===== config.mk =====
export PLATFORM = sky130hd
export DESIGN_NAME = pmr_regs
export DESIGN_NICKNAME = d
export VERILOG_FILES = /design/src/pmr_pkg.sv /design/src/pmr_regs.sv
export SDC_FILE = /design/constraint.sdc
export NUM_CORES = 1
export LEC_CHECK = 0
export BUFFER_PORTS_ARGS = -buffer_cell sky130_fd_sc_hd__buf_2
export CORE_MARGIN = 10
export CORE_UTILIZATION = 50
export CTS_CLUSTER_SIZE = 24
export DETAILED_ROUTE_END_ITERATION = 6
export PLACE_DENSITY_LB_ADDON = 0.05
export SLEW_MARGIN = 10
export SYNTH_ARGS = -nofsm -noshare
export SYNTH_HDL_FRONTEND = slang
export SYNTH_SLANG_ARGS = --single-unit

===== constraint.sdc =====
create_clock -name sys_clk -period 2.52 [get_ports sys_clk]
set_input_delay 0.63 -clock sys_clk [delete_from_list [all_inputs] [get_ports sys_clk]]
set_output_delay 0.63 -clock sys_clk [all_outputs]
set_load 0.05 [all_outputs]

===== src/pmr_pkg.sv =====
// Package: register map, field positions, timing and carrier types of the power-good mask block
package pmr_pkg;

  // ==========================================================================
  // Register offsets
  localparam logic [7:0] PMR_OFF_OUT3_MASK2 = 8'hAB;
  localparam logic [7:0] PMR_OFF_SLEEP_MASK = 8'hAC;
  localparam logic [7:0] PMR_OFF_TERM_DIS   = 8'hAD;
  localparam logic [7:0] PMR_OFF_AUX_CTRL   = 8'hAE;

  // ==========================================================================
  // Field positions, output-three mask register
  localparam int PMR_M2_PIN5     = 7;
  localparam int PMR_M2_PIN4     = 6;
  localparam int PMR_M2_PIN2     = 5;
  localparam int PMR_M2_PIN1     = 4;
  localparam int PMR_M2_TERM     = 3;
  localparam int PMR_M2_SHARED   = 2;
  localparam int PMR_M2_FIRST_SW = 1;
  localparam int PMR_M2_THIRD    = 0;

  // Field positions, sleep-pin mask register (A = pin three, B = pin six)
  localparam int PMR_SL_O1_A = 7;
  localparam int PMR_SL_O1_B = 6;
  localparam int PMR_SL_O4_A = 5;
  localparam int PMR_SL_O4_B = 4;
  localparam int PMR_SL_O2_A = 3;
  localparam int PMR_SL_O2_B = 2;
  localparam int PMR_SL_O3_A = 1;
  localparam int PMR_SL_O3_B = 0;

  // Field positions, discharge and auxiliary control
  localparam int PMR_TERM_DIS_BIT = 4;
  localparam int PMR_AUX_DIS_HI   = 7;
  localparam int PMR_AUX_DIS_LO   = 6;
  localparam int PMR_AUX_SHDN_CFG = 5;
  localparam int PMR_AUX_VC_HI    = 4;
  localparam int PMR_AUX_VC_LO    = 1;
  localparam int PMR_AUX_EN       = 0;

  // ==========================================================================
  // Timing
  localparam int unsigned PMR_CLK_HZ    = 25_000_000;
  localparam int unsigned PMR_SHDN_MS_0 = 1;
  localparam int unsigned PMR_SHDN_MS_1 = 5;
  localparam int unsigned PMR_SHDN_MS_2 = 10;
  localparam int unsigned PMR_SHDN_MS_3 = 100;
  localparam int unsigned PMR_MS_CYC    = PMR_CLK_HZ / 1000;

  // Slave address, value arbitrary
  localparam logic [6:0] PMR_I2C_ADDR = 7'h5E;

  // ==========================================================================
  // Carrier types
  typedef struct packed {
    logic [7:0] out3_mask2;
    logic [7:0] sleep_mask;
    logic [7:0] term_dis;
    logic [7:0] aux_ctrl;
    logic [1:0] shdn_sel;
    logic       aux_is_sw2;
    logic       ldo_in_seq;
    logic       sw_merged;
  } pmr_otp_t;

  typedef struct packed {
    logic term;
    logic shared_aux;
    logic first_sw;
    logic third_ldo;
  } pmr_rail_pg_t;

endpackage


===== src/pmr_regs.sv =====
// Power-good mask and auxiliary rail control registers behind an I2C slave port
// How it works
// - Output-three mask bits 7..4 mask control pins five, four, two, one.
// - Output-three mask bit 3 masks termination regulator power-good.
// - Output-three mask bit 2 masks the shared auxiliary rail power-good.
// - Output-three mask bit 1 masks the first load switch power-good.
// - Output-three mask bit 0 masks the third auxiliary LDO power-good.
// - Sleep mask bits 7..4 mask pins three, six from outputs one, four.
// - Sleep mask bits 3..0 mask pins three, six from outputs two, three.
// - A cleared sleep mask bit includes that pin in the tree.
// - Termination discharge bit 4 enables the 100 ohm discharge path.
// - Config bit clear: rail drops during emergency shutdown for programmed time.
// - Config bit set: rail follows only its enable bit.
// - LDO in sequence with unmerged switches steers control to second switch.
// - Auxiliary bits 4:1 set the auxiliary LDO voltage code.
// - Auxiliary bit 0 enables the selected auxiliary rail.
`timescale 1ns/1ns
module pmr_regs
  import pmr_pkg::*;
#(
  parameter int unsigned MS_CYC   = PMR_MS_CYC,
  parameter logic [6:0]  DEV_ADDR = PMR_I2C_ADDR
) (
  input  wire logic         sys_clk,
  input  wire logic         sys_rst,
  input  wire logic         scl_pin,
  input  wire logic         sda_pin_in,
  output logic              sda_pin_out,
  output logic              sda_pin_oe,
  input  wire logic [5:0]   control_pin,
  input  wire pmr_otp_t     otp,
  input  wire logic [3:0]   base_pg,
  input  wire pmr_rail_pg_t rail_pg,
  input  wire logic         emergency_shutdown,
  output logic [3:0]        power_good,
  output logic              termination_discharge_sel,
  output logic [1:0]        aux_discharge_resistance,
  output logic [3:0]        aux_voltage_code,
  output logic              aux_ldo_first_en,
  output logic              load_switch_second_en
);

  if (MS_CYC < 1 || MS_CYC > 40_000) begin : g_chk
    $error("MS_CYC out of range");
  end

  // ==========================================================================
  // Pin synchronisers: control pins, then scl, then sda
  logic [7:0] pin_raw;
  logic [7:0] pin_s1;
  logic [7:0] pin_s2;
  logic [7:0] pin_s3;
  logic [7:0] pin_f;

  assign pin_raw = {sda_pin_in, scl_pin, control_pin};

  always_ff @(posedge sys_clk) begin
    pin_s1 <= pin_raw;
    pin_s2 <= pin_s1;
    pin_s3 <= pin_s2;
  end

  // A change counts only once the last two stages agree, a cheap glitch filter
  for (genvar i = 0; i < 8; i++) begin : g_filt
    always_ff @(posedge sys_clk) begin
      if (sys_rst) begin
        pin_f[i] <= 1'b1;
      end else if (pin_s2[i] == pin_s3[i]) begin
        pin_f[i] <= pin_s3[i];
      end
    end
  end

  logic [5:0] ctl_f;
  logic       scl_f;
  logic       sda_f;
  logic       scl_d;
  logic       sda_d;

  assign ctl_f = pin_f[5:0];
  assign scl_f = pin_f[6];
  assign sda_f = pin_f[7];

  always_ff @(posedge sys_clk) begin
    if (sys_rst) begin
      scl_d <= 1'b1;
      sda_d <= 1'b1;
    end else begin
      scl_d <= scl_f;
      sda_d <= sda_f;
    end
  end

  logic scl_rise;
  logic scl_fall;
  logic start_c;
  logic stop_c;

  assign scl_rise = scl_f & ~scl_d;
  assign scl_fall = ~scl_f & scl_d;
  assign start_c  = scl_f & scl_d & sda_d & ~sda_f;
  assign stop_c   = scl_f & scl_d & ~sda_d & sda_f;

  // ==========================================================================
  // Registers
  logic [7:0] out3_mask2;
  logic [7:0] sleep_mask;
  logic [7:0] term_dis;
  logic [7:0] aux_ctrl;
  logic       wr_stb;
  logic [7:0] wr_ptr;
  logic [7:0] wr_data;

  // Reserved discharge bits are stored as written; software keeps them matched
  always_ff @(posedge sys_clk) begin
    if (sys_rst) begin
      out3_mask2 <= otp.out3_mask2;
      sleep_mask <= otp.sleep_mask;
      term_dis   <= otp.term_dis;
      aux_ctrl   <= otp.aux_ctrl;
    end else if (wr_stb) begin
      case (wr_ptr)
        PMR_OFF_OUT3_MASK2: out3_mask2 <= wr_data;
        PMR_OFF_SLEEP_MASK: sleep_mask <= wr_data;
        PMR_OFF_TERM_DIS:   term_dis   <= wr_data;
        PMR_OFF_AUX_CTRL:   aux_ctrl   <= wr_data;
        default: ;
      endcase
    end
  end

  // Unmapped offsets read as zero
  function automatic logic [7:0] rd_value(input logic [7:0] a);
    case (a)
      PMR_OFF_OUT3_MASK2: rd_value = out3_mask2;
      PMR_OFF_SLEEP_MASK: rd_value = sleep_mask;
      PMR_OFF_TERM_DIS:   rd_value = term_dis;
      PMR_OFF_AUX_CTRL:   rd_value = aux_ctrl;
      default:            rd_value = 8'h00;
    endcase
  endfunction

  // ==========================================================================
  // I2C slave: pointer byte, then auto-incrementing data bytes
  typedef enum logic [2:0] {I_IDLE, I_RX, I_ACK, I_TX, I_TXACK} pmr_i2c_st_t;
  typedef enum logic [1:0] {K_ADDR, K_PTR, K_DATA} pmr_kind_t;

  pmr_i2c_st_t st;
  pmr_kind_t   kind;
  logic [3:0]  bit_cnt;
  logic [7:0]  shreg;
  logic [7:0]  ptr;
  logic        rw;
  logic        nack;
  logic        sda_drv;
  logic [7:0]  rd_byte;

  assign rd_byte     = rd_value(ptr);
  assign sda_pin_out = 1'b0;
  assign sda_pin_oe  = sda_drv;

  always_ff @(posedge sys_clk) begin
    wr_stb <= 1'b0;
    if (sys_rst) begin
      st      <= I_IDLE;
      kind    <= K_ADDR;
      bit_cnt <= 4'h0;
      shreg   <= 8'h00;
      ptr     <= 8'h00;
      rw      <= 1'b0;
      nack    <= 1'b0;
      sda_drv <= 1'b0;
      wr_ptr  <= 8'h00;
      wr_data <= 8'h00;
    end else if (start_c) begin
      st      <= I_RX;
      kind    <= K_ADDR;
      bit_cnt <= 4'h0;
      sda_drv <= 1'b0;
    end else if (stop_c) begin
      st      <= I_IDLE;
      sda_drv <= 1'b0;
    end else begin
      unique case (st)
        I_IDLE: ;
        I_RX: begin
          if (scl_rise) begin
            shreg   <= {shreg[6:0], sda_f};
            bit_cnt <= bit_cnt + 4'h1;
          end else if (scl_fall && bit_cnt == 4'h8) begin
            st      <= I_ACK;
            sda_drv <= 1'b1;
            unique case (kind)
              K_ADDR: begin
                if (shreg[7:1] != DEV_ADDR) begin
                  st      <= I_IDLE;
                  sda_drv <= 1'b0;
                end else begin
                  rw   <= shreg[0];
                  kind <= K_PTR;
                end
              end
              K_PTR: begin
                ptr  <= shreg;
                kind <= K_DATA;
              end
              K_DATA: begin
                wr_stb  <= 1'b1;
                wr_ptr  <= ptr;
                wr_data <= shreg;
                ptr     <= ptr + 8'h01;
              end
            endcase
          end
        end
        I_ACK: begin
          if (scl_fall) begin
            bit_cnt <= 4'h0;
            if (rw) begin
              st      <= I_TX;
              shreg   <= rd_byte;
              ptr     <= ptr + 8'h01;
              sda_drv <= ~rd_byte[7];
            end else begin
              st      <= I_RX;
              sda_drv <= 1'b0;
            end
          end
        end
        I_TX: begin
          if (scl_fall) begin
            if (bit_cnt == 4'h7) begin
              st      <= I_TXACK;
              sda_drv <= 1'b0;
            end else begin
              shreg   <= {shreg[6:0], 1'b0};
              sda_drv <= ~shreg[6];
              bit_cnt <= bit_cnt + 4'h1;
            end
          end
        end
        I_TXACK: begin
          if (scl_rise) begin
            nack <= sda_f;
          end else if (scl_fall) begin
            if (nack) begin
              st <= I_IDLE;
            end else begin
              st      <= I_TX;
              bit_cnt <= 4'h0;
              shreg   <= rd_byte;
              ptr     <= ptr + 8'h01;
              sda_drv <= ~rd_byte[7];
            end
          end
        end
      endcase
    end
  end

  // ==========================================================================
  // Power-good trees
  function automatic logic sleep_ok(input logic p3, input logic p6, input logic ma, input logic mb);
    sleep_ok = (p3 | ma) & (p6 | mb);
  endfunction

  logic [3:0] next_pg;

  always_comb begin
    next_pg[0] = base_pg[0] & sleep_ok(ctl_f[2], ctl_f[5], sleep_mask[PMR_SL_O1_A], sleep_mask[PMR_SL_O1_B]);
    next_pg[3] = base_pg[3] & sleep_ok(ctl_f[2], ctl_f[5], sleep_mask[PMR_SL_O4_A], sleep_mask[PMR_SL_O4_B]);
    next_pg[1] = base_pg[1] & sleep_ok(ctl_f[2], ctl_f[5], sleep_mask[PMR_SL_O2_A], sleep_mask[PMR_SL_O2_B]);
    next_pg[2] = base_pg[2] & sleep_ok(ctl_f[2], ctl_f[5], sleep_mask[PMR_SL_O3_A], sleep_mask[PMR_SL_O3_B])
               & (ctl_f[4] | out3_mask2[PMR_M2_PIN5]) & (ctl_f[3] | out3_mask2[PMR_M2_PIN4])
               & (ctl_f[1] | out3_mask2[PMR_M2_PIN2]) & (ctl_f[0] | out3_mask2[PMR_M2_PIN1])
               & (rail_pg.term | out3_mask2[PMR_M2_TERM])
               & (rail_pg.shared_aux | out3_mask2[PMR_M2_SHARED])
               & (rail_pg.first_sw | out3_mask2[PMR_M2_FIRST_SW])
               & (rail_pg.third_ldo | out3_mask2[PMR_M2_THIRD]);
  end

  always_ff @(posedge sys_clk) begin
    if (sys_rst) begin
      power_good <= 4'h0;
    end else begin
      power_good <= next_pg;
    end
  end

  // ==========================================================================
  // Emergency shutdown hold-off and auxiliary rail control
  logic [31:0] shdn_cnt;
  logic [31:0] shdn_len;
  logic        shdn_active;
  logic        steer_sw2;
  logic        rail_on;

  always_comb begin
    unique case (otp.shdn_sel)
      2'b00: shdn_len = 32'(PMR_SHDN_MS_0 * MS_CYC);
      2'b01: shdn_len = 32'(PMR_SHDN_MS_1 * MS_CYC);
      2'b10: shdn_len = 32'(PMR_SHDN_MS_2 * MS_CYC);
      2'b11: shdn_len = 32'(PMR_SHDN_MS_3 * MS_CYC);
    endcase
  end

  // The off time is counted from the fall of the shutdown request
  always_ff @(posedge sys_clk) begin
    if (sys_rst) begin
      shdn_cnt <= 32'h0;
    end else if (emergency_shutdown) begin
      shdn_cnt <= shdn_len;
    end else if (shdn_cnt != 32'h0) begin
      shdn_cnt <= shdn_cnt - 32'h1;
    end
  end

  assign shdn_active = emergency_shutdown | (shdn_cnt != 32'h0);
  assign steer_sw2   = otp.aux_is_sw2 | (otp.ldo_in_seq & ~otp.sw_merged);
  assign rail_on     = aux_ctrl[PMR_AUX_EN] & (aux_ctrl[PMR_AUX_SHDN_CFG] | ~shdn_active);

  always_ff @(posedge sys_clk) begin
    if (sys_rst) begin
      aux_ldo_first_en      <= 1'b0;
      load_switch_second_en <= 1'b0;
    end else begin
      aux_ldo_first_en      <= rail_on & ~steer_sw2;
      load_switch_second_en <= rail_on & steer_sw2;
    end
  end

  assign termination_discharge_sel = term_dis[PMR_TERM_DIS_BIT];
  assign aux_discharge_resistance  = aux_ctrl[PMR_AUX_DIS_HI:PMR_AUX_DIS_LO];
  assign aux_voltage_code          = aux_ctrl[PMR_AUX_VC_HI:PMR_AUX_VC_LO];
endmodule


==> flow_summary_export.csv <==
group,metric,value,unit
logic_synthesis,synth.cell_area,6802,um2
logic_synthesis,synth_commonest_cells,"nand2_1 (151), dfxtp_1 (117), a21oi_1 (56)",
sta,finalSetupTns,0,ps
logic_synthesis,synth.distinct_cells,65,
setup_path,crit_path_end_kind,"flip-flop",
pwr,clkPwrFrac,44.4,%
pwr,peakVddDrop,0.4919,mV
sta,hold_viol_final,0,
cells_and_area,design_area,8040,um2
routing,firstDrtPassIters,5,
cts,cts_buffers,17,
setup_path,start_kind,"flip-flop",
logic_synthesis,yosysSeqAreaShare,48.57,%
cts,ctsResizeCount,0,
logic_synthesis,synth_most_common_cell,"nand2_1",
placed_design,numPortBuffers,69,
logic_synthesis,yosys.area.top_type,"dfxtp_1",
sta,fmax,0.4157,GHz
setup_path,cp_cell_sequence,"inv_2, ha_4, or3b_4, or4_4, nor3_2, nor4_1, mux2i_1",
placed_design,place_area,7446,um2
routing,via_count,6000,
floorplan,io_pins,71,
sta,setup_viol,0,
flow_run,maxCapViolations,0,
routing,routed_wl,17740,um
setup_path,r2r_setup_slack,110,ps
routing,met1Wirelength,8005,um
cells_and_area,antenna_cells,0,
setup_path,crit_type,"reg2reg",
setup_path,worstPathRequired,2820,ps
pwr,power_frac_comb,8.8,%
cells_and_area,fill_cells,1173,
floorplan,core_area,13300,um2
placed_design,dpl.hpwl,12820,um
routing,via_per_inst,5.837,
placed_design,gp_congestion,0.8596,
logic_synthesis,synth_top_area_share,34.44,%
floorplan,chipWidth,136.6,um
setup_path,crit_arrival,2700,ps
logic_synthesis,synth_edf_count,32,
routing,highest_layer,"met4",
cts,htreeDepth,4,
cells_and_area,multi_input_area,3248,um2
sta,min_period,2405,ps
logic_synthesis,ys.warnings.count,0,
routing,wire_per_inst,17.26,um
global_route,overflow,0,
pwr,power.density,696.1,nW/um2
setup_path,crit_family,"simple AND/OR/NAND/NOR gates",
logic_synthesis,async_flop_share,0,%
cts,root_buffer,"clkbuf_16",
routing,wl_met2,8478,um
sta,worst_pin_slew,968.3,ps
cts,cts_setup_buffers,0,
logic_synthesis,syn_avg_cell_area,8.914,um2
global_route,grt_max_degree,88,
cts,tritoncts,"built",
logic_synthesis,synth_cells,763,
sta,hold_ws,296.7,ps
floorplan,die_h,136.6,um
pwr,power,5.597,mW
global_route,grt_pass1_vias,5750,
status,status,"finished, final reports clean",
sta,slew-limit-headroom,35.44,%
cts,path_clk_slew,70,ps
logic_synthesis,synth_nets,833,
sta,fin_worst_skew,13.34,ps
setup_path,critPathSlowestCell,"or4_4",
logic_synthesis,synth-seq-cells,149,
setup_path,max_stage_delay,560,ps
routing,drc,0,
global_route,grt_antenna_before_repair,0,
pwr,cellInternalPower,4.065,mW
logic_synthesis,ys.flop_type,"dfxtp_1",
pwr,p_seq_share,46.8,%
pwr,swShare,27.38,%
cts,cts.sinks,149,
setup_path,cp_max_fo,7,
setup_path,cp.buffers_inverters,1,
pwr,p_sw,1.532,mW
cells_and_area,area_growth,18.21,%
routing,met3WireLength,1021,um
cts,cts_buffer_depth,2,
floorplan,rows,42,
global_route,grt_util_all_layers,19.39,%
pwr,leakage,3.105,nW
floorplan,start_util,51.16,%
cells_and_area,layout-drive-gt1-share,19.25,%
cells_and_area,nNetsFinal,909,
logic_synthesis,synth_area_leaders,"dfxtp_1 (34%), edfxtp_1 (14%), nand2_1 (8.3%), a21oi_1 (4.1%), ha_1 (2.6%)",
cts,clk_latency,430,ps
cells_and_area,final_core_util,60.47,%
sta,fin_crit_sh,95.45,%
floorplan,dieArea,18670,um2
cts,cts-hold-fix-buffers,0,
routing,ant_nets,0,
routing,drtIter0Drc,533,
hold_path,hold_path_class,"in2reg",
global_route,grt_pass1_wl,29130,um
cells_and_area,seq_area,3303,um2
sta,final_max_slew_viol_count,0,
[power by group through the flow]
stage	logic, mW	clock network (mW)	registers (mW)
floorplan	0.327	0	2.66
global placement	0.479	0	2.66
detailed placement	0.487	0	2.67
CTS	0.491	2.53	2.62
global route	0.544	2.63	2.63
finish	0.493	2.49	2.62
[state kept, by name, summed over array words and instances (netlist names), 2 cells and up]
signal	count
shdn_cnt	32
aux_ctrl	8
out3_mask2	8
pin_s1	8
pin_s2	8
pin_s3	8
ptr	8
shreg	8
sleep_mask	8
term_dis	8
wr_data	8
wr_ptr	8
ctl_f	6
bit_cnt	4
power_good	4
st	3
kind	2
[through the flow]
| stage | std cells | setup WS, ps |
|---|---|---|
| global placement | 996 | 96.16 |
| CTS | 1028 | 17.48 |
| global route | 1028 | -31.30 |
| floorplan | 763 | 76.30 |
| detailed placement | 996 | 50.44 |
| finish | 1028 | 114.6 |
[per-layer routing]
| layer | global-route usage [%] | up-vias |
|---|---|---|
| li1 | - | 2917 |
| met1 | 24.55 | 2860 |
| met2 | 31.62 | 202 |
| met3 | 4.619 | 21 |
| met4 | 6.746 | 0 |
| met5 | 0 | - |
[layout by cell type (no fill, tap or decap), drive strengths merged, types with 12 or more instances in the layout]
cell / Yosys / layout
ha: 14 / 14
buf: 12 / 101
a211oi: 16 / 16
a21oi: 56 / 56
nand3: 14 / 14
nor3: 23 / 23
clkbuf: 32 / 17
inv: 22 / 32
nor2: 41 / 41
or3: 22 / 22
nor4: 16 / 16
edfxtp: 32 / 32
o21ai: 25 / 25
dfxtp: 117 / 117
nand2: 151 / 151
or4: 13 / 13
o31ai: 12 / 12
[final cells by class]
cell class	count	share of cell area [%]
inverter	23	1.074
clock inverter	15	1.976
tap	176	2.739
sequential	149	41.08
timing repair buffer	101	7.439
multi-input combinational	547	40.40
clock buffer	17	5.291
[path summary, 6_finish.rpt]
| check | endpoint | cells past startpoint | from |
|---|---|---|---|
| max | shdn_cnt[31] | 7 | shdn_cnt[0] |
| min | pin_s1[5] | 1 | control_pin[5] |
| max reg2reg | shdn_cnt[31] | 7 | shdn_cnt[0] |
| min reg2reg | pin_s2[7] | 0 | pin_s1[7] |
[kinds of logic after synthesis]
group	count (synthesis)	synth area share, %
compound gates	167	16.28
flops	149	48.57
fa+ha+maj	14	2.575
xor+xnor	12	1.545
other cells	1	0.05513
buf+inv	67	4.139
simple gates	340	24.80
mux	13	2.042
Note: power is estimated with default switching activity, not from simulation.
